## src/design/pcm_cfg.svh

```systemverilog
`ifndef PCM_CFG_SVH
`define PCM_CFG_SVH

// Register byte offsets on the plain register port.
`define PCM_OFS_CTRL 8'h00
`define PCM_OFS_SLEEP 8'h01
`define PCM_OFS_CPU_CLOCK_SELECT 8'h08
`define PCM_SEL_COUNT 8'h04
`define PCM_OFS_AHBMASK 8'h14
`define PCM_OFS_APBAMASK 8'h18
`define PCM_OFS_APBBMASK 8'h1c
`define PCM_OFS_APBCMASK 8'h20
`define PCM_OFS_INTENCLR 8'h34
`define PCM_OFS_INTERRUPT_ENABLE_SET_REG 8'h35
`define PCM_OFS_INTERRUPT_FLAG_REG 8'h36
`define PCM_OFS_RESET_CAUSE_REG 8'h38

// Reset values of the clock gate masks.
`define PCM_RST_AHBMASK 32'h0000001f
`define PCM_RST_APBAMASK 32'h0000007f
`define PCM_RST_APBBMASK 32'h0000000f
`define PCM_RST_APBCMASK 32'h00010000

// Field positions.
`define PCM_BIT_APBA_SELF 1
`define PCM_BIT_AHB_BRIDGE 0
`define PCM_BIT_CLOCK_READY_FLAG 0
`define PCM_DIV_W 3
`define PCM_IDLE_W 2

// Reset cause encodings, one hot.
`define PCM_CAUSE_POR 8'h01
`define PCM_CAUSE_BOD_CORE 8'h02
`define PCM_CAUSE_BOD_IO 8'h04
`define PCM_CAUSE_EXT 8'h10
`define PCM_CAUSE_WDT 8'h20
`define PCM_CAUSE_SW 8'h40

// Timing.
`define PCM_CLK_MHZ 200
`define PCM_RST_HOLD_NS 100
`define PCM_RST_HOLD_CYC ((`PCM_RST_HOLD_NS * `PCM_CLK_MHZ + 999) / 1000)

`endif

```

## src/design/pcm_pkg.sv

```systemverilog
`include "pcm_cfg.svh"

package pcm_pkg;

  typedef enum logic [1:0] {PCM_ST_BOOT, PCM_ST_ACTIVE, PCM_ST_IDLE, PCM_ST_STANDBY} pcm_state_e;

  // Ordered by strength: a stronger reset kind is never downgraded while held.
  typedef enum logic [1:0] {PCM_RK_NONE, PCM_RK_USER, PCM_RK_EXT, PCM_RK_POWER} pcm_rkind_e;

  typedef logic [`PCM_DIV_W-1:0] pcm_div_t;

endpackage

```

## src/design/pcm_top.sv

```systemverilog
`timescale 1ns/100ps
`include "pcm_cfg.svh"

// Behaviour
// - Main clock runs an 8-bit prescaler; each domain picks any tap or undivided.
// - CPU clock rate is main rate divided by two to the CPU divide field.
// - AHB clock always runs at the CPU clock rate.
// - Select writes never halt peripherals; new dividers apply together on one edge.
// - Clock ready flag reads zero from a select write until it takes effect.
// - With its enable set, clock ready raises the interrupt request.
// - Each AHB and APB peripheral clock has its own mask bit, one enables.
// - Masks reset to the fixed default enabled and disabled peripheral set.
// - A module with its bus clock masked off cannot be read or written.
// - Masking this block or its bridge locks the masks until system reset.
// - Power-on records its cause, selects undivided main clock, CPU waits for clock ready.
// - The block is always enabled and has no disable or own reset.
// - Reset cause register holds for software the latest reset source not weaker than the reset still being held.
// - Power resets clear everything; external spares always-on; user spares debug too.
// - Reset pin held low generates an external reset for as long as low.
// - Power-on detector holds the whole system in reset until supply is stable.
// - CPU software reset request and watchdog reset are accepted sources.
// - Wait-for-interrupt enters sleep; idle field and deep-sleep bit pick the level.
// - Idle 0 wakes on APB, AHB, async; idle 1 APB, async; idle 2 async.
// - Standby stops sources, sets regulator low power, wakes only on async.
// - Idle 0 stops CPU; idle 1 also AHB; idle 2 also APB clocks.
// - In standby this logic is frozen and returns active on any async interrupt.
// - Writing one to the clock ready flag bit clears it.
module pcm_top #(
  parameter int PRESCALE_W = 8
) (
  // Clock and power-on reset
  input wire logic clk_i,
  input wire logic rst_b_i,
  // Register port
  input wire logic [7:0] reg_addr_i,
  input wire logic [31:0] reg_wdata_i,
  input wire logic reg_we_i,
  input wire logic reg_re_i,
  output logic [31:0] reg_rdata_o,
  // Interrupt
  output logic irq_o,
  // Domain clock strobes
  output logic cpu_clk_en_o,
  output logic ahb_clk_en_o,
  output logic [2:0] apb_clk_en_o,
  output logic [31:0] ahb_periph_en_o,
  output logic [31:0] apba_periph_en_o,
  output logic [31:0] apbb_periph_en_o,
  output logic [31:0] apbc_periph_en_o,
  // Main clock status from the generic clock controller
  input wire logic main_clk_ready_i,
  // Reset sources
  input wire logic core_brownout_reset_i,
  input wire logic io_brownout_reset_i,
  input wire logic reset_pin_b_i,
  input wire logic watchdog_reset_i,
  input wire logic cpu_software_reset_request_i,
  // Reset outputs
  output logic power_reset_o,
  output logic debug_reset_o,
  output logic system_reset_o,
  // Sleep control
  input wire logic wait_for_interrupt_instr_i,
  input wire logic cpu_deep_sleep_bit_i,
  input wire logic wake_async_i,
  input wire logic wake_apb_i,
  input wire logic wake_ahb_i,
  output logic regulator_low_power_o,
  output logic clock_sources_stop_o
);

  localparam logic [7:0] HOLD_CYC = 8'(`PCM_RST_HOLD_CYC);
  localparam int TOP = PRESCALE_W - 1;

  // Asynchronous inputs: [0] core brown-out, [1] io brown-out, [2] pin, [3] ready, [4] wake.
  localparam logic [4:0] SYNC_RST = 5'h04;
  logic [4:0] sync1_reg;
  logic [4:0] sync2_reg;
  logic bodc_s;
  logic bodi_s;
  logic pin_b_s;
  logic clk_rdy_s;
  logic wake_s;

  logic [PRESCALE_W-1:0] taps;
  pcm_pkg::pcm_state_e st_reg;
  logic [`PCM_IDLE_W-1:0] idle_reg;
  logic [`PCM_IDLE_W-1:0] idle_lvl_reg;
  logic [3:0][`PCM_DIV_W-1:0] div_new_reg;
  logic [3:0][`PCM_DIV_W-1:0] div_cur_reg;
  logic pending_reg;
  logic flag_reg;
  logic inten_reg;
  logic [31:0] ahb_mask_reg;
  logic [31:0] apba_mask_reg;
  logic [31:0] apbb_mask_reg;
  logic [31:0] apbc_mask_reg;
  logic [7:0] cause_reg;
  logic [7:0] hold_reg;
  pcm_pkg::pcm_rkind_e kind_reg;
  pcm_pkg::pcm_rkind_e evt_kind;
  pcm_pkg::pcm_rkind_e eff_kind;
  logic [7:0] evt_cause;
  logic take_evt;
  logic in_rst;
  logic sys_rst_reg;
  logic dbg_rst_reg;
  logic pwr_rst_reg;
  logic [31:0] rdata_reg;
  logic [31:0] rdata_next;
  logic lock;
  logic wr;
  logic sel_wr;
  logic [1:0] sel_idx;
  logic apply_now;
  logic cpu_tick;
  logic ahb_run;
  logic apb_run;

  function automatic logic hit(input logic [7:0] a, input logic [7:0] ofs);
    return wr && (a == ofs);
  endfunction

  always_ff @(posedge clk_i or negedge rst_b_i) begin
    if (!rst_b_i) begin
      sync1_reg <= SYNC_RST;
      sync2_reg <= SYNC_RST;
    end else begin
      sync1_reg <= {wake_async_i, main_clk_ready_i, reset_pin_b_i,
                    io_brownout_reset_i, core_brownout_reset_i};
      sync2_reg <= sync1_reg;
    end
  end

  assign bodc_s = sync2_reg[0];
  assign bodi_s = sync2_reg[1];
  assign pin_b_s = sync2_reg[2];
  assign clk_rdy_s = sync2_reg[3];
  assign wake_s = sync2_reg[4];

  // The prescaler is frozen in standby and runs in every other state.
  pcm_prescaler #(.W(PRESCALE_W)) u_prescaler (
    .clk_i(clk_i),
    .rst_b_i(rst_b_i),
    .run_i(st_reg != pcm_pkg::PCM_ST_STANDBY),
    .taps_o(taps)
  );

  // Reset sources, the strongest one present in a cycle wins.
  always_comb begin
    evt_kind = pcm_pkg::PCM_RK_NONE;
    evt_cause = 8'h00;
    if (cpu_software_reset_request_i) begin
      evt_kind = pcm_pkg::PCM_RK_USER;
      evt_cause = `PCM_CAUSE_SW;
    end
    if (watchdog_reset_i) begin
      evt_kind = pcm_pkg::PCM_RK_USER;
      evt_cause = `PCM_CAUSE_WDT;
    end
    if (!pin_b_s) begin
      evt_kind = pcm_pkg::PCM_RK_EXT;
      evt_cause = `PCM_CAUSE_EXT;
    end
    if (bodi_s) begin
      evt_kind = pcm_pkg::PCM_RK_POWER;
      evt_cause = `PCM_CAUSE_BOD_IO;
    end
    if (bodc_s) begin
      evt_kind = pcm_pkg::PCM_RK_POWER;
      evt_cause = `PCM_CAUSE_BOD_CORE;
    end
  end

  assign take_evt = (evt_kind != pcm_pkg::PCM_RK_NONE) &&
                    (hold_reg == 8'h00 || evt_kind >= kind_reg);
  assign eff_kind = take_evt ? evt_kind : kind_reg;
  assign in_rst = (evt_kind != pcm_pkg::PCM_RK_NONE) || (hold_reg != 8'h00);

  // The power-on detector is the block's own reset, so it alone clears the cause.
  always_ff @(posedge clk_i or negedge rst_b_i) begin
    if (!rst_b_i) begin
      hold_reg <= HOLD_CYC;
      kind_reg <= pcm_pkg::PCM_RK_POWER;
      cause_reg <= `PCM_CAUSE_POR;
    end else if (evt_kind != pcm_pkg::PCM_RK_NONE) begin
      hold_reg <= HOLD_CYC;
      if (take_evt) begin
        kind_reg <= evt_kind;
        cause_reg <= evt_cause;
      end
    end else if (hold_reg != 8'h00) begin
      hold_reg <= hold_reg - 8'h01;
    end
  end

  always_ff @(posedge clk_i or negedge rst_b_i) begin
    if (!rst_b_i) begin
      sys_rst_reg <= 1'b1;
      dbg_rst_reg <= 1'b1;
      pwr_rst_reg <= 1'b1;
    end else begin
      sys_rst_reg <= in_rst;
      dbg_rst_reg <= in_rst && (eff_kind != pcm_pkg::PCM_RK_USER);
      pwr_rst_reg <= in_rst && (eff_kind == pcm_pkg::PCM_RK_POWER);
    end
  end

  assign system_reset_o = sys_rst_reg;
  assign debug_reset_o = dbg_rst_reg;
  assign power_reset_o = pwr_rst_reg;

  // Losing this block's bus clock or its bridge clock shuts its register port.
  assign lock = !apba_mask_reg[`PCM_BIT_APBA_SELF] || !ahb_mask_reg[`PCM_BIT_AHB_BRIDGE];
  assign wr = reg_we_i && !lock;
  assign sel_wr = wr && (reg_addr_i >= `PCM_OFS_CPU_CLOCK_SELECT) &&
                  (reg_addr_i < (`PCM_OFS_CPU_CLOCK_SELECT + `PCM_SEL_COUNT));
  assign sel_idx = 2'(reg_addr_i - `PCM_OFS_CPU_CLOCK_SELECT);
  // New dividers wait for the common tick of all taps, so every domain restarts aligned.
  assign apply_now = pending_reg && taps[TOP] && !sel_wr;

  always_ff @(posedge clk_i or negedge rst_b_i) begin
    if (!rst_b_i) begin
      div_new_reg <= '0;
      div_cur_reg <= '0;
      pending_reg <= 1'b0;
    end else if (sys_rst_reg) begin
      div_new_reg <= '0;
      div_cur_reg <= '0;
      pending_reg <= 1'b0;
    end else if (sel_wr) begin
      div_new_reg[sel_idx] <= reg_wdata_i[`PCM_DIV_W-1:0];
      pending_reg <= 1'b1;
    end else if (apply_now) begin
      div_cur_reg <= div_new_reg;
      pending_reg <= 1'b0;
    end
  end

  // The ready event wins over a clear written in the same cycle.
  always_ff @(posedge clk_i or negedge rst_b_i) begin
    if (!rst_b_i) begin
      flag_reg <= 1'b1;
    end else if (sys_rst_reg) begin
      flag_reg <= 1'b1;
    end else if (sel_wr) begin
      flag_reg <= 1'b0;
    end else if (apply_now) begin
      flag_reg <= 1'b1;
    end else if (hit(reg_addr_i, `PCM_OFS_INTERRUPT_FLAG_REG) && reg_wdata_i[`PCM_BIT_CLOCK_READY_FLAG]) begin
      flag_reg <= 1'b0;
    end
  end

  always_ff @(posedge clk_i or negedge rst_b_i) begin
    if (!rst_b_i) begin
      inten_reg <= 1'b0;
    end else if (sys_rst_reg) begin
      inten_reg <= 1'b0;
    end else if (hit(reg_addr_i, `PCM_OFS_INTERRUPT_ENABLE_SET_REG) && reg_wdata_i[`PCM_BIT_CLOCK_READY_FLAG]) begin
      inten_reg <= 1'b1;
    end else if (hit(reg_addr_i, `PCM_OFS_INTENCLR) && reg_wdata_i[`PCM_BIT_CLOCK_READY_FLAG]) begin
      inten_reg <= 1'b0;
    end
  end

  assign irq_o = flag_reg && inten_reg;

  always_ff @(posedge clk_i or negedge rst_b_i) begin
    if (!rst_b_i) begin
      ahb_mask_reg <= `PCM_RST_AHBMASK;
      apba_mask_reg <= `PCM_RST_APBAMASK;
      apbb_mask_reg <= `PCM_RST_APBBMASK;
      apbc_mask_reg <= `PCM_RST_APBCMASK;
    end else if (sys_rst_reg) begin
      ahb_mask_reg <= `PCM_RST_AHBMASK;
      apba_mask_reg <= `PCM_RST_APBAMASK;
      apbb_mask_reg <= `PCM_RST_APBBMASK;
      apbc_mask_reg <= `PCM_RST_APBCMASK;
    end else begin
      if (hit(reg_addr_i, `PCM_OFS_AHBMASK)) begin
        ahb_mask_reg <= reg_wdata_i;
      end
      if (hit(reg_addr_i, `PCM_OFS_APBAMASK)) begin
        apba_mask_reg <= reg_wdata_i;
      end
      if (hit(reg_addr_i, `PCM_OFS_APBBMASK)) begin
        apbb_mask_reg <= reg_wdata_i;
      end
      if (hit(reg_addr_i, `PCM_OFS_APBCMASK)) begin
        apbc_mask_reg <= reg_wdata_i;
      end
    end
  end

  always_ff @(posedge clk_i or negedge rst_b_i) begin
    if (!rst_b_i) begin
      idle_reg <= '0;
    end else if (sys_rst_reg) begin
      idle_reg <= '0;
    end else if (hit(reg_addr_i, `PCM_OFS_SLEEP)) begin
      idle_reg <= reg_wdata_i[`PCM_IDLE_W-1:0];
    end
  end

  // Sleep controller.  There is no enable: the block cannot be switched off.
  always_ff @(posedge clk_i or negedge rst_b_i) begin
    if (!rst_b_i) begin
      st_reg <= pcm_pkg::PCM_ST_BOOT;
      idle_lvl_reg <= '0;
    end else if (sys_rst_reg) begin
      st_reg <= pcm_pkg::PCM_ST_BOOT;
    end else begin
      case (st_reg)
        pcm_pkg::PCM_ST_BOOT: begin
          if (clk_rdy_s) begin
            st_reg <= pcm_pkg::PCM_ST_ACTIVE;
          end
        end
        pcm_pkg::PCM_ST_ACTIVE: begin
          if (wait_for_interrupt_instr_i) begin
            idle_lvl_reg <= idle_reg;
            st_reg <= cpu_deep_sleep_bit_i ? pcm_pkg::PCM_ST_STANDBY : pcm_pkg::PCM_ST_IDLE;
          end
        end
        pcm_pkg::PCM_ST_IDLE: begin
          if (wake_s || (idle_lvl_reg == 2'h0 && wake_ahb_i) ||
              (idle_lvl_reg <= 2'h1 && wake_apb_i)) begin
            st_reg <= pcm_pkg::PCM_ST_ACTIVE;
          end
        end
        pcm_pkg::PCM_ST_STANDBY: begin
          if (wake_s) begin
            st_reg <= pcm_pkg::PCM_ST_ACTIVE;
          end
        end
        default: begin
          st_reg <= pcm_pkg::PCM_ST_BOOT;
        end
      endcase
    end
  end

  // Levels above two behave as level two.
  assign ahb_run = (st_reg == pcm_pkg::PCM_ST_ACTIVE) || (st_reg == pcm_pkg::PCM_ST_BOOT) ||
                   (st_reg == pcm_pkg::PCM_ST_IDLE && idle_lvl_reg == 2'h0);
  assign apb_run = (st_reg != pcm_pkg::PCM_ST_STANDBY) &&
                   !(st_reg == pcm_pkg::PCM_ST_IDLE && idle_lvl_reg >= 2'h2);
  assign cpu_tick = taps[div_cur_reg[0]];
  assign cpu_clk_en_o = cpu_tick && (st_reg == pcm_pkg::PCM_ST_ACTIVE);
  assign ahb_clk_en_o = cpu_tick && ahb_run;
  assign regulator_low_power_o = (st_reg == pcm_pkg::PCM_ST_STANDBY);
  assign clock_sources_stop_o = (st_reg == pcm_pkg::PCM_ST_STANDBY);

  always_comb begin
    for (int i = 0; i < 3; i++) begin
      apb_clk_en_o[i] = taps[div_cur_reg[i+1]] && apb_run;
    end
  end

  assign ahb_periph_en_o = {32{ahb_clk_en_o}} & ahb_mask_reg;
  assign apba_periph_en_o = {32{apb_clk_en_o[0]}} & apba_mask_reg;
  assign apbb_periph_en_o = {32{apb_clk_en_o[1]}} & apbb_mask_reg;
  assign apbc_periph_en_o = {32{apb_clk_en_o[2]}} & apbc_mask_reg;

  always_comb begin
    rdata_next = 32'h00000000;
    case (reg_addr_i)
      `PCM_OFS_SLEEP: rdata_next = 32'(idle_reg);
      `PCM_OFS_CPU_CLOCK_SELECT: rdata_next = 32'(div_new_reg[0]);
      8'h09: rdata_next = 32'(div_new_reg[1]);
      8'h0a: rdata_next = 32'(div_new_reg[2]);
      8'h0b: rdata_next = 32'(div_new_reg[3]);
      `PCM_OFS_AHBMASK: rdata_next = ahb_mask_reg;
      `PCM_OFS_APBAMASK: rdata_next = apba_mask_reg;
      `PCM_OFS_APBBMASK: rdata_next = apbb_mask_reg;
      `PCM_OFS_APBCMASK: rdata_next = apbc_mask_reg;
      `PCM_OFS_INTENCLR: rdata_next = 32'(inten_reg);
      `PCM_OFS_INTERRUPT_ENABLE_SET_REG: rdata_next = 32'(inten_reg);
      `PCM_OFS_INTERRUPT_FLAG_REG: rdata_next = 32'(flag_reg);
      `PCM_OFS_RESET_CAUSE_REG: rdata_next = 32'(cause_reg);
      default: rdata_next = 32'h00000000;
    endcase
  end

  always_ff @(posedge clk_i or negedge rst_b_i) begin
    if (!rst_b_i) begin
      rdata_reg <= 32'h00000000;
    end else if (reg_re_i && !lock) begin
      rdata_reg <= rdata_next;
    end else begin
      rdata_reg <= 32'h00000000;
    end
  end

  assign reg_rdata_o = rdata_reg;
endmodule // pcm_top

```

## src/design/pcm_prescaler.sv

```systemverilog
`timescale 1ns/100ps
`include "pcm_cfg.svh"

module pcm_prescaler #(
  parameter int W = 8
) (
  // Clock and reset
  input wire logic clk_i,
  input wire logic rst_b_i,
  // Control
  input wire logic run_i,
  // Taps: bit k pulses once every 2**k cycles while running
  output logic [W-1:0] taps_o
);

  logic [W-1:0] cnt_reg;
  logic [W-1:0] cnt_next;

  function automatic logic low_zero(input logic [W-1:0] v, input int k);
    logic [W-1:0] m;
    m = W'((1 << k) - 1);
    return (v & m) == '0;
  endfunction

  assign cnt_next = run_i ? W'(cnt_reg + 1'b1) : cnt_reg;

  always_ff @(posedge clk_i or negedge rst_b_i) begin
    if (!rst_b_i) begin
      cnt_reg <= '0;
    end else begin
      cnt_reg <= cnt_next;
    end
  end

  // Taps are registered so that every domain strobe changes on the same edge.
  always_ff @(posedge clk_i or negedge rst_b_i) begin
    if (!rst_b_i) begin
      taps_o <= '0;
    end else begin
      for (int k = 0; k < W; k++) begin
        taps_o[k] <= run_i && low_zero(cnt_next, k);
      end
    end
  end

endmodule // pcm_prescaler

```

## config.mk

```make
export PLATFORM = sky130hd
export DESIGN_NAME = pcm_top
export DESIGN_NICKNAME = d
export VERILOG_FILES = /design/src/design/pcm_pkg.sv /design/src/design/pcm_top.sv /design/src/design/pcm_prescaler.sv
export VERILOG_INCLUDE_DIRS = /design/src /design/src/design
export SDC_FILE = /design/constraint.sdc
export NUM_CORES = 1
export LEC_CHECK = 0
export BUFFER_PORTS_ARGS = -buffer_cell sky130_fd_sc_hd__buf_2
export CAP_MARGIN = 30
export CORE_ASPECT_RATIO = 1.5
export CORE_UTILIZATION = 50
export DETAILED_ROUTE_END_ITERATION = 7
export PLACE_DENSITY = 0.87
export SLEW_MARGIN = 20
export SYNTH_ARGS = -nofsm -noshare
export SYNTH_HDL_FRONTEND = slang
export SYNTH_SLANG_ARGS = --single-unit
```

## constraint.sdc

```tcl
create_clock -name clk_i -period 2 [get_ports clk_i]
set_input_delay 0.1 -clock clk_i [delete_from_list [all_inputs] [get_ports clk_i]]
set_output_delay 0.1 -clock clk_i [all_outputs]
set_load 0.02 [all_outputs]
```

Word level (Yosys, flattened, before mapping):

Index checks and enable logic that the tools add are counted.

* $add $sub $neg: 3
* magnitude comparators: 11
* equality and inequality tests: 24
* multiplexer cells: 59
* bitwise operators: 5
* reductions and logical operators: 79

Operators by type and width (count)
* one-hot mux 32 bit (12 select lines): 1
* 2-to-1 mux 32 bit: 9
* AND 32 bit: 4
* logical NOT 8 bit: 8
* 2-to-1 mux 12 bit: 5
* 2-to-1 mux 7 bit: 6
* equality test 8 x 6 -> 1 bit, second input constant: 5
* logical AND 1 bit: 39
* equality test 8 x 4 -> 1 bit, second input constant: 4
* equality test 8 x 5 -> 1 bit, second input constant: 3
* 2-to-1 mux 2 bit: 11
* nonzero test 2 bit: 9
* 2-to-1 mux 1 bit: 17
* < comparator 3 x 4 -> 1 bit, second input constant: 4
* 2-to-1 mux 8 bit: 2
* binary-select mux 1 bit (select 3 bit): 4
* bitwise mux 12 bit: 1
* != test 3 bit, second input constant: 3
* adder 8 x 1 -> 8 bit, second input constant: 1
* equality test 8 x 1 -> 1 bit, second input constant: 1
* >= comparator 8 x 4 -> 1 bit, second input constant: 1
* < comparator 8 x 4 -> 1 bit, second input constant: 1
* one-hot mux 2 bit (4 select lines): 1
* nonzero test 8 bit: 1
* other kinds (24): 40

* register bits after elaboration: 240
* bits of input ports: 55
* word-level logic and storage cells: 211

Longest topological paths before layout:

Gate-level depths: netlist of run 1.

* word-level depth: 11
* depth in mapped cells: 9
* mapped depth without buffers: 8

Cells and area by module:

A second synthesis of run 1 with hierarchy kept.

* cell total of the unflattened synthesis: 1221
* area total of the unflattened synthesis: 11458.5 sq um

By module, submodules not included
* pcm_top: instances 1, cells each 1182, area an instance 10895.4 sq um
* pcm_prescaler: instances 1, cells each 39, area an instance 563.0 sq um

Worst setup path after synthesis of run 1:

OpenSTA, ideal clock, no wires.

* path kind: register -> register
* start point: reg sync2_reg[2]
* end point: reg pwr_rst_reg, in the netlist power_reset_o
* library setup time: 0.079 ns
* arrival time: 1.890 ns
* path slack: 0.031 ns
* cell stages (with the launch flop): 10
* path through: dfstp_2 -> nor3b_1 -> inv_1 -> ha_1 -> inv_1 -> o221ai_2 -> buf_4 -> nand2_4 -> a21o_1 -> a21boi_1

* word-level cells in the longest chain between the ends: 9
* elaborated cells between the ends (all ways): 11
* those cells by class: order compare (1); eq/ne (1); mux (4); reduce/logical (5)

Ends and longest elaborated chain
* start: declaration: RTL line pcm_top.sv:78 `logic [4:0] sync2_reg;`
* start signal: assignment: RTL line pcm_top.sv:131 `sync2_reg <= sync1_reg;`
* 2-to-1 mux 2 bit *: RTL line pcm_top.sv:161 `if (!pin_b_s) begin`
* 2-to-1 mux 2 bit *: RTL line pcm_top.sv:165 `if (bodi_s) begin`
* 2-to-1 mux 2 bit *: RTL line pcm_top.sv:169 `if (bodc_s) begin`
* >= comparator 2 bit: RTL line pcm_top.sv:176 `(hold_reg == 8'h00 || evt_kind >= kind_reg);`
* logical OR 1 bit: RTL line pcm_top.sv:176
* logical AND 1 bit: RTL line pcm_top.sv:175 `assign take_evt = (evt_kind != pcm_pkg::PCM_RK_NONE) &&`
* 2-to-1 mux 2 bit
* equality test 2 bit: RTL line pcm_top.sv:205 `pwr_rst_reg <= in_rst && (eff_kind == pcm_pkg::PCM_RK_POWER);`
* logical AND 1 bit *: RTL line pcm_top.sv:205
* end signal: assignment: RTL line pcm_top.sv:205
* end: declaration: RTL line pcm_top.sv:108 `logic pwr_rst_reg;`

Mark *: on every way between the ends. The rest lies on a longest branch, timed or not.
A chain may end at the register's enable or synchronous reset.

Worst setup path after layout of run 1:

* start point: reg u_prescaler.taps_o[7]
* end point: out apbc_periph_en_o[25]

* word-level cells in the longest chain between the ends: 4

Ends and longest elaborated chain
* start: declaration: RTL line pcm_prescaler.sv:13 `output logic [W-1:0] taps_o`
* start signal: indexed assignment: RTL line pcm_prescaler.sv:41 `taps_o[k] <= run_i && low_zero(cnt_next, k);`
* binary-select mux 1 bit (select 3 bit): RTL line pcm_top.sv:357 `apb_clk_en_o[i] = taps[div_cur_reg[i+1]] && apb_run;`
* 2-to-1 mux 1 bit (implied by the code): RTL line pcm_top.sv:357
* logical AND 1 bit: RTL line pcm_top.sv:357
* AND 32 bit: RTL line pcm_top.sv:364 `assign apbc_periph_en_o = {32{apb_clk_en_o[2]}} & apbc_mask_reg;`
* end: declaration: RTL line pcm_top.sv:49 `output logic [31:0] apbc_periph_en_o,`

Every way passes these cells. The select of a mux whose other input is x is not followed.

==> results.sh, run 1 <==
export IMPL_io_buffers=225
export IMPL_dieArea_sq_mm=0.0241
export IMPL_cp_required_ps=1900
export IMPL_pwr_density_cell_mw_per_mm2=701
export IMPL_start_util_pct=50.9
export IMPL_status="finished with violations"
export IMPL_postLayoutCellArea_sq_mm=0.0153
export IMPL_fmax_ghz=0.417
export IMPL_skew_ps=17.4
export IMPL_place_gp_congestion=0.919
export IMPL_grt_pass1_wl_um=58100
export IMPL_num_rows=68
export IMPL_synthesis_area_sq_mm=0.0117
export IMPL_yosys_warnings=0
export IMPL_viasPerCell=6.02
export IMPL_worstPathArrival_ps=2300
export IMPL_syn2layout_area_growth_pct=30.7
export IMPL_nNetsFinal=1594
export IMPL_clk_latency_ps=510
export IMPL_layout_drive_gt1_share_pct=29.5
export IMPL_crit_chain="mux4_2 > mux2i_4 > nor2_4 > clkbuf_16 > and2_4 > buf_6"
export IMPL_maxCapViolCount=0
export IMPL_cts_sinks=237
export IMPL_path_max_fanout=7
export IMPL_core_sq_mm=0.0231
export IMPL_post_route_util_pct=66.5
export IMPL_slew_headroom_pct=62.3
export IMPL_cts_tree="built"
export IMPL_p_comb_share_pct=9.6
export IMPL_synthSimpleGateAreaFrac_pct=24.5
export IMPL_yosysUniqueCellTypes=66
export IMPL_synth_fa_ha_area_share_pct=0.533
export IMPL_synth_seq_cells=237
export IMPL_cp_slowest_cell="mux4_2"
export IMPL_antenna_cells=0
export IMPL_synth_compound_area_share_pct=15.4
export IMPL_hpwl_um=24700
export IMPL_cts_buffer_depth=3
export IMPL_finalCritPeriodShare_pct=120
export IMPL_syn_avg_cell_area_sq_um=9.36
export IMPL_gr_total_overflow=0
export IMPL_cts_inserted_buffers=23
export IMPL_clock_power_share_pct=43.4
export IMPL_postSynthCellCount=1253
export IMPL_grt_max_degree=72
export IMPL_slew_violations=0
export IMPL_p_int_uw=8160
export IMPL_io_pin_count=226
export IMPL_synthFlopType="dfrtp_1"
export IMPL_die_h_um=190
export IMPL_end_kind="output pin"
export IMPL_drt_iter0_markers=1022
export IMPL_synth_nets=1313
export IMPL_routed_wl_um=38900
export IMPL_net_switching_power_uw=2590
export IMPL_period_needed_ps=2400
export IMPL_final_antenna_net_count=0
export IMPL_violations="setup timing"
export IMPL_h_tree_depth=1
export IMPL_setup_slack_ps=-398
export IMPL_final_cells=1865
export IMPL_ir_worst_vdd_v=0.000542
export IMPL_drc_errors=0
export IMPL_place_area_sq_mm=0.0135
export IMPL_clockRootBuffer="clkbuf_16"
export IMPL_grt_pass1_vias=11200
export IMPL_leakage_uw=0.00676
export IMPL_place_inst=1769
export IMPL_post_drt_wl_per_cell_um=20.9
export IMPL_die_w_um=127
export IMPL_async_flop_share_pct=100
export IMPL_ys_seq_area_share_pct=50.9
export IMPL_final_setup_viol_count=133
export IMPL_worstHoldPathType="in2reg"
export IMPL_yosys_area_share_xor_xnor_pct=0.896
export IMPL_place_ws_ps=-35.0
export IMPL_hold_viol=0
export IMPL_rsz0062_at_grt="yes"
export IMPL_via_count=11200
export IMPL_crit_type="reg2out"
export IMPL_path_clk_slew_ps=70
export IMPL_p_total_uw=10700
export IMPL_pwr_share_seq_pct=47.0
export IMPL_drt_pre_antenna_iters=7
export IMPL_cp_slowest_stage_delay_ps=520
export IMPL_worstSetupStartpointType="flop"
export IMPL_synth_edf_count=0
export IMPL_synth_top_family_by_area="simple AND/OR/NAND/NOR gates"
export IMPL_synth_mux_area_share_pct=3.49
export IMPL_nFillCells=1643
export IMPL_sw_frac_of_total_pct=24.1
export IMPL_worst_slew_pin_slew_ps=565
export IMPL_antenna_found_initial=0
export IMPL_grtUsageTotal_pct=31.0
cells by family (layout without fill, tap and decap cells):
logic type,after synthesis,in the layout
AOI/OAI and AO/OA,273,273
DFF,237,237
xor gates and xnor gates,12,12
muxes,30,30
and+or+nand+nor,585,585
buffers and inverters,111,408
adders and majority gates,5,5
routing by layer:
layer  wire [um]  track usage [%]  share of wire, %
met1       13200             34.4                34
met5           0                0                 0
met3        3090             5.15               7.9
met2       19800             54.1                51
met4        2830             21.2               7.3
layout by cell type, fill, tap and decap left out, drive strengths merged, types with 4 or more instances in the layout:
cell | synthesis | final
a22oi | 62 | 62
inv | 15 | 16
or3 | 7 | 7
bufinv | 0 | 4
o22a | 30 | 30
buf | 39 | 308
nand4 | 7 | 7
nor2b | 8 | 8
xnor2 | 6 | 6
nor2 | 61 | 61
clkbuf | 57 | 31
mux4 | 8 | 8
nand2b | 9 | 9
dfstp | 28 | 28
nand2 | 287 | 287
dfrtp | 209 | 209
a22o | 15 | 15
mux2 | 7 | 7
xor2 | 6 | 6
o21ai | 13 | 13
mux2i | 15 | 15
nand3 | 19 | 19
and3 | 4 | 4
nand3b | 19 | 19
ha | 5 | 5
dlygate4sd3 | 0 | 42
nor3 | 10 | 10
and2 | 136 | 136
clkinv | 0 | 5
a21oi | 129 | 129
cells in the mapped netlist (all sizes together) (3+ instances only):
cell type	count	area [sq um]
xnor2	6	52.6
nand4	7	43.8
o22a	30	263
mux2	7	78.8
o21a	3	22.5
nor3	10	70.1
dfrtp	209	5230
or3	7	43.8
clkbuf	57	215
inv	15	56.3
or4b	3	37.5
nand2b	9	56.3
o21ai	13	65.1
ha	5	62.6
xor2	6	52.6
nand2	287	1080
nand3	19	95.1
a22oi	62	465
buf	39	228
mux2i	15	150
nor4	3	40.0
a221oi	3	26.3
dfstp	28	736
a21oi	129	649
and2	136	851
and3	4	25.0
and4	3	26.3
nand3b	19	143
mux4	8	180
nor2	61	229
a22o	15	131
nor2b	8	50.1
cell type report:
type,count,area [sq um],area share [%]
inverter,15,56.3,0.367
clock inverter,12,175,1.14
multi-input combinational,905,5440,35.5
tap,315,394,2.57
clock buffer,29,628,4.10
timing repair buffer,352,2660,17.4
sequential,237,5970,39.0
final timing paths:
| path | slack, ps | endpoint | start | cells after the start |
|---|---|---|---|---|
| setup / recovery | -400 | apbc_periph_en_o[25] | u_prescaler.taps_o[7] | 6 |
| hold / removal | 40 | idle_reg[0] | reg_addr_i[3] | 4 |
| setup reg to reg | 20 | power_reset_o | hold_reg[1] | 8 |
| hold reg to reg | 350 | sync2_reg[0] | sync1_reg[0] | 0 |
| max in group asynchronous | 1110 | flag_reg | rst_b_i | 3 |
| min in group asynchronous | 120 | reg_rdata_o[8] | rst_b_i | 2 |
worst max-delay path, delay by kind of cell (launching register included):
| family | cells | cell delay (ps) |
|---|---|---|
| AND/OR/NAND/NOR | 2 | 290 |
| multiplexers | 2 | 710 |
| flip-flops | 1 | 450 |
| buffers and inverters | 2 | 320 |
metrics by stage:
| step | hold slack, ps | setup TNS, ps |
|---|---|---|
| 6_report | 42.8 | -43750 |
| 3_3_place_gp | 79.7 | 0 |
| 2_1_floorplan | -196 | 0 |
| 4_1_cts | 27.4 | -43490 |
| 5_1_grt | 49.6 | -50770 |
| 3_5_place_dp | 82.4 | -35.0 |
power by group through the flow:
stage / combinational, uW / clock (uW) / sequential (uW)
6_report: 1030 / 4660 / 5050
5_1_grt: 1120 / 4890 / 5060
4_1_cts: 954 / 4700 / 5050
3_5_place_dp: 844 / 0 / 5130
3_3_place_gp: 820 / 0 / 5130
2_1_floorplan: 450 / 0 / 5130
timing repair:
action	4_1_cts	5_1_grt
gates cloned	0	3
gates resized for setup	36	102
hold buffers	42	0
endpoints found under the hold margin	308	0
pin swaps	5	10
setup endpoints to repair	135	142
buffers inserted	3	7
(Power assumes the default switching activity.)
==> run 2: changes to the inputs <==
- TNS_END_PERCENT: unset -> 20
==> run 2 against run 1 <==
  * Via count decreased by 2.0%
  * Sequential share of layout area rose by 0.84 points
  * Largest power group unchanged
  * Final area down 2.1%
  * Non-clock buffer count down 9
  * Critical path depth is the same
  * Global-route usage fell by 0.15 points
  * Setup slack better by 21 ps
  * Worst hold slack gained 10 ps
  * The run still ends with setup timing left
  * Flip-flop and latch count did not move
  * Total power down 1.0%
  * Largest cell class unchanged
  * Highest routed layer unchanged
  * Sequential power about the same
==> results.sh, run 2 (synthesis gave the netlist of run 1 again) <==
export IMPL_sw_frac_of_total_pct=23.9
export IMPL_io_pin_count=226
export IMPL_clockRootBuffer="clkbuf_16"
export IMPL_syn2layout_area_growth_pct=28.0
export IMPL_antenna_found_initial=0
export IMPL_path_max_fanout=23
export IMPL_setup_slack_ps=-377
export IMPL_antenna_cells=0
export IMPL_h_tree_depth=1
export IMPL_grt_pass1_vias=11200
export IMPL_min_from="reg_addr_i[3]"
export IMPL_violations="setup timing"
export IMPL_crit_path_start="u_prescaler.taps_o[7]"
export IMPL_pwr_density_cell_mw_per_mm2=709
export IMPL_clock_power_share_pct=43.6
export IMPL_drc_errors=0
export IMPL_final_antenna_net_count=0
export IMPL_post_drt_wl_per_cell_um=20.0
export IMPL_gr_total_overflow=0
export IMPL_skew_ps=18.7
export IMPL_maxCapViolCount=0
export IMPL_slew_headroom_pct=61.4
export IMPL_die_w_um=127
export IMPL_hpwl_um=24700
export IMPL_finalCritPeriodShare_pct=119
export IMPL_grt_max_degree=72
export IMPL_worstPathArrival_ps=2280
export IMPL_period_needed_ps=2380
export IMPL_num_rows=68
export IMPL_fmax_ghz=0.421
export IMPL_drt_pre_antenna_iters=5
export IMPL_tns_ps=-42820
export IMPL_p_total_uw=10600
export IMPL_final_common_cell="nand2_1"
export IMPL_start_util_pct=50.9
export IMPL_p_int_uw=8100
export IMPL_net_switching_power_uw=2540
export IMPL_rsz0062_at_grt="yes"
export IMPL_cts_tree="built"
export IMPL_pwr_share_seq_pct=47.5
export IMPL_path_clk_slew_ps=70
export IMPL_worst_slew_pin_slew_ps=578
export IMPL_cts_buffer_depth=3
export IMPL_cts_inserted_buffers=23
export IMPL_drt_iter0_markers=1040
export IMPL_ir_worst_vdd_v=0.000533
export IMPL_cp_required_ps=1900
export IMPL_via_count=11000
export IMPL_end_kind="output pin"
export IMPL_grt_pass1_wl_um=57900
export IMPL_die_h_um=190
export IMPL_core_sq_mm=0.0231
export IMPL_grtUsageTotal_pct=30.8
export IMPL_place_ws_ps=-35.0
export IMPL_worstReg2RegStart="hold_reg[1]"
export IMPL_nNetsFinal=1585
export IMPL_routed_wl_um=37200
export IMPL_place_gp_congestion=0.919
export IMPL_slew_violations=0
export IMPL_io_buffers=225
export IMPL_worstSetupStartpointType="flop"
export IMPL_clk_latency_ps=510
export IMPL_viasPerCell=5.92
export IMPL_worstHoldPathType="in2reg"
export IMPL_crit_type="reg2out"
export IMPL_layout_drive_gt1_share_pct=27.5
export IMPL_status="finished with violations"
export IMPL_leakage_uw=0.00664
export IMPL_dieArea_sq_mm=0.0241
export IMPL_cts_sinks=237
export IMPL_hold_viol=0
export IMPL_final_setup_viol_count=133
export IMPL_p_comb_share_pct=8.9
export IMPL_final_cell_mix="nand2_1, dfrtp_1, buf_2, a21oi_1, and2_1"
run 2: cell types whose count changed in the layout (fill, tap and decap cells not counted), moves of 2 or more:
| cell | change |
|---|---|
| and2_1 | +20 |
| buf_2 | +20 |
| inv_1 | +2 |
| clkbuf_16 | -2 |
| and2_4 | -20 |
| inv_2 | -2 |
| buf_6 | -28 |
run 2: layout make-up:
| class | instances | area (sq um) |
|---|---|---|
| Tap cell | 315 | 394 |
| Fill cell | 1726 | 8050 |
| Clock inverter | 12 | 175 |
| Clock buffer | 29 | 628 |
| Multi-Input combinational cell | 905 | 5380 |
| Timing Repair Buffer | 343 | 2400 |
| Inverter | 15 | 56.3 |
| Sequential cell | 237 | 5970 |
run 2: path summary, 6_finish.rpt:
check | endpoint | slack [ps] | depth (start not counted)
min in group asynchronous | ahb_mask_reg[12] | 130 | 2
max reg2reg | power_reset_o | 10 | 8
min | idle_reg[0] | 50 | 4
max | apbc_periph_en_o[29] | -380 | 6
min reg2reg | sync2_reg[0] | 350 | 0
max in group asynchronous | flag_reg | 1130 | 3
run 2: what timing repair did:
action,4_1_cts,5_1_grt
resized for setup,28,38
setup buffers,2,2
endpoints found under the hold margin,308,0
pin swaps,9,6
setup endpoints to repair,135,143
hold buffers,42,0
run 2: metrics by stage:
stage | utilization (%) | area, sq um | hold slack (ps) | instances
finish | 65.1 | 15000 | 53.2 | 1856
global route | 65.1 | 15000 | 49.6 | 1856
CTS | 64.5 | 14900 | 27.4 | 1854
detailed placement | 58.7 | 13500 | 82.4 | 1769
global placement | 58.7 | 13500 | 79.7 | 1769
floorplan | - | 11700 | -196 | 1253
run 2: per-layer routing:
| metal | part of all wire (%) | routed length [um] | track usage, % |
|---|---|---|---|
| met5 | 0 | 0 | 0 |
| met3 | 7.3 | 2710 | 4.87 |
| met2 | 52 | 19300 | 54.1 |
| met1 | 35 | 13100 | 34.5 |
| met4 | 5.5 | 2050 | 20.4 |
run 2: critical path, stage by stage, from the launching register on:
cell and delay, ps:
dfrtp_2 450, mux4_2 520, mux2i_4 190, nor2_4 100, buf_12 170, and2_1 160
buf_2 150
run 2: power groups by stage:
| stage | logic (uW) | clock network [uW] | registers, uW |
|---|---|---|---|
| after floorplan | 450 | 0 | 5130 |
| after global placement | 820 | 0 | 5130 |
| after detailed placement | 844 | 0 | 5130 |
| after CTS | 919 | 4700 | 5050 |
| after global routing | 1030 | 4890 | 5060 |
| final | 948 | 4640 | 5050 |
==> run 3: changes to the inputs <==
- HOLD_SLACK_MARGIN: unset -> 0.15
- TNS_END_PERCENT: 20 -> 100
==> run 3 against run 2 <==
  * The flow still finishes with violations (setup timing)
  * Non-clock buffer count up 17
  * Critical path type unchanged
  * Cell count up 0.92%
  * Critical endpoint is now apbc_periph_en_o[5]
  * Largest power group unchanged
  * Flip-flop and latch count is the same
==> results.sh, run 3 (synthesis gave the netlist of run 1 again) <==
export IMPL_status="finished with violations"
export IMPL_violations="setup timing"
export IMPL_routed_wl_um=39100
export IMPL_drc_errors=0
export IMPL_crit_type="reg2out"
export IMPL_grt_max_degree=72
export IMPL_p_total_uw=10800
export IMPL_start_util_pct=50.9
export IMPL_cp_slowest_stage_delay_ps=520
export IMPL_worst_slew_pin_slew_ps=715
export IMPL_clockRootBuffer="clkbuf_16"
export IMPL_fmax_ghz=0.416
export IMPL_post_drt_wl_per_cell_um=20.9
export IMPL_rsz0062_at_grt="yes"
export IMPL_pwr_density_cell_mw_per_mm2=697
export IMPL_ir_worst_vdd_v=0.000536
export IMPL_cts_buffer_depth=3
export IMPL_slew_violations=0
export IMPL_leakage_uw=0.00682
export IMPL_path_clk_slew_ps=70
export IMPL_end_kind="output pin"
export IMPL_hpwl_um=24700
export IMPL_period_needed_ps=2400
export IMPL_setup_slack_ps=-402
export IMPL_via_count=11200
export IMPL_viasPerCell=6.00
export IMPL_finalCritPeriodShare_pct=120
export IMPL_place_gp_congestion=0.919
export IMPL_worstPathArrival_ps=2300
export IMPL_grtUsageTotal_pct=31.2
export IMPL_hold_viol=0
export IMPL_antenna_found_initial=0
export IMPL_nNetsFinal=1602
export IMPL_clk_latency_ps=510
export IMPL_path_max_fanout=9
export IMPL_drt_iter0_markers=1152
export IMPL_final_antenna_net_count=0
export IMPL_cts_inserted_buffers=23
export IMPL_io_buffers=225
export IMPL_drt_pre_antenna_iters=5
export IMPL_num_rows=68
export IMPL_die_h_um=190
export IMPL_layout_drive_gt1_share_pct=29.6
export IMPL_dieArea_sq_mm=0.0241
export IMPL_h_tree_depth=1
export IMPL_gr_total_overflow=0
export IMPL_grt_pass1_vias=11300
export IMPL_skew_ps=18.1
export IMPL_slew_headroom_pct=52.2
export IMPL_core_sq_mm=0.0231
export IMPL_fin_hold_ws_ps=177
export IMPL_maxCapViolCount=0
export IMPL_cp_required_ps=1900
export IMPL_cp_slowest_cell="mux4_2"
export IMPL_postLayoutCellArea_sq_mm=0.0154
export IMPL_worstHoldPathType="in2reg"
export IMPL_final_cell_mix="nand2_1, dfrtp_1, buf_2, a21oi_1, and2_1"
export IMPL_crit_chain="mux4_2 > mux2i_4 > nor2_4 > buf_12 > and2_1 > buf_2"
export IMPL_cts_tree="built"
export IMPL_grt_pass1_wl_um=58600
export IMPL_cts_sinks=237
export IMPL_die_w_um=127
export IMPL_io_pin_count=226
export IMPL_worstSetupStartpointType="flop"
export IMPL_final_setup_viol_count=133
export IMPL_syn2layout_area_growth_pct=31.6
export IMPL_final_common_cell="nand2_1"
export IMPL_place_area_sq_mm=0.0135
export IMPL_antenna_cells=0
[run 3: changes by cell type in the layout (fill, tap and decap cells not counted), moves of 7 or more]
cell | before | now
and2_1 | 122 | 100
buf_2 | 200 | 179
buf_6 | 14 | 44
dlygate4sd3_1 | 42 | 49
and2_4 | 14 | 36
[run 3: cell type report]
type                            instances  area (sq um)
Fill cell                            1630          7620
Sequential cell                       237          5970
Multi-Input combinational cell        905          5450
Timing Repair Buffer                  360          2760
Clock buffer                           29           628
Tap cell                              315           394
Clock inverter                         12           175
Inverter                               15          56.3
[run 3: layer usage]
layer | global-route usage [%] | vias to the layer above | wire length (um)
met4 | 20.9 | 0 | 2740
met5 | 0 | - | 0
li1 | - | 4848 | -
met3 | 5.43 | 205 | 3150
met2 | 54.7 | 750 | 20000
met1 | 34.7 | 5434 | 13200
[run 3: path summary, 6_finish.rpt]
kind	start	end	slack, ps	depth (start not counted)
min in group asynchronous	rst_b_i	apba_mask_reg[4]	230	2
setup reg to reg	hold_reg[1]	power_reset_o	20	8
hold / removal	reg_addr_i[5]	reg_rdata_o[0]	180	4
setup / recovery	u_prescaler.taps_o[7]	apbc_periph_en_o[5]	-400	6
max in group asynchronous	rst_b_i	apbc_mask_reg[9]	620	3
hold reg to reg	sync1_reg[0]	sync2_reg[0]	350	0
[run 3: worst max-delay path, delay by kind of cell, from the launching register on]
| kind | cells | cell delay (ps) |
|---|---|---|
| buf+inv | 2 | 330 |
| mux | 2 | 710 |
| flops | 1 | 450 |
| simple gates | 2 | 290 |
[run 3: what timing repair did]
| item | CTS | global route |
|---|---|---|
| pin swaps | 5 | 10 |
| setup endpoints to repair | 135 | 142 |
| resized for setup | 36 | 107 |
| hold buffers | 50 | 0 |
| gates cloned | 0 | 3 |
| setup buffers | 3 | 7 |
| hold endpoints to repair | 374 | 0 |
[run 3: per-stage QoR]
step	util, %	TNS, ps	setup slack (ps)	instances
2_1_floorplan	-	0	30.6	1253
3_3_place_gp	58.7	0	11.7	1769
3_5_place_dp	58.7	-35.0	-35.0	1769
4_1_cts	65.1	-43490	-377	1863
5_1_grt	66.9	-50850	-458	1873
6_report	66.9	-44340	-402	1873
[run 3: report_power, final]
| group | switching, uW | total [uW] | internal (uW) | leakage [uW] |
|---|---|---|---|---|
| Sequential | 108 | 5050 | 4940 | 0.00316 |
| Clock | 1900 | 4650 | 2760 | 0.000391 |
| Combinational | 582 | 1050 | 470 | 0.00326 |
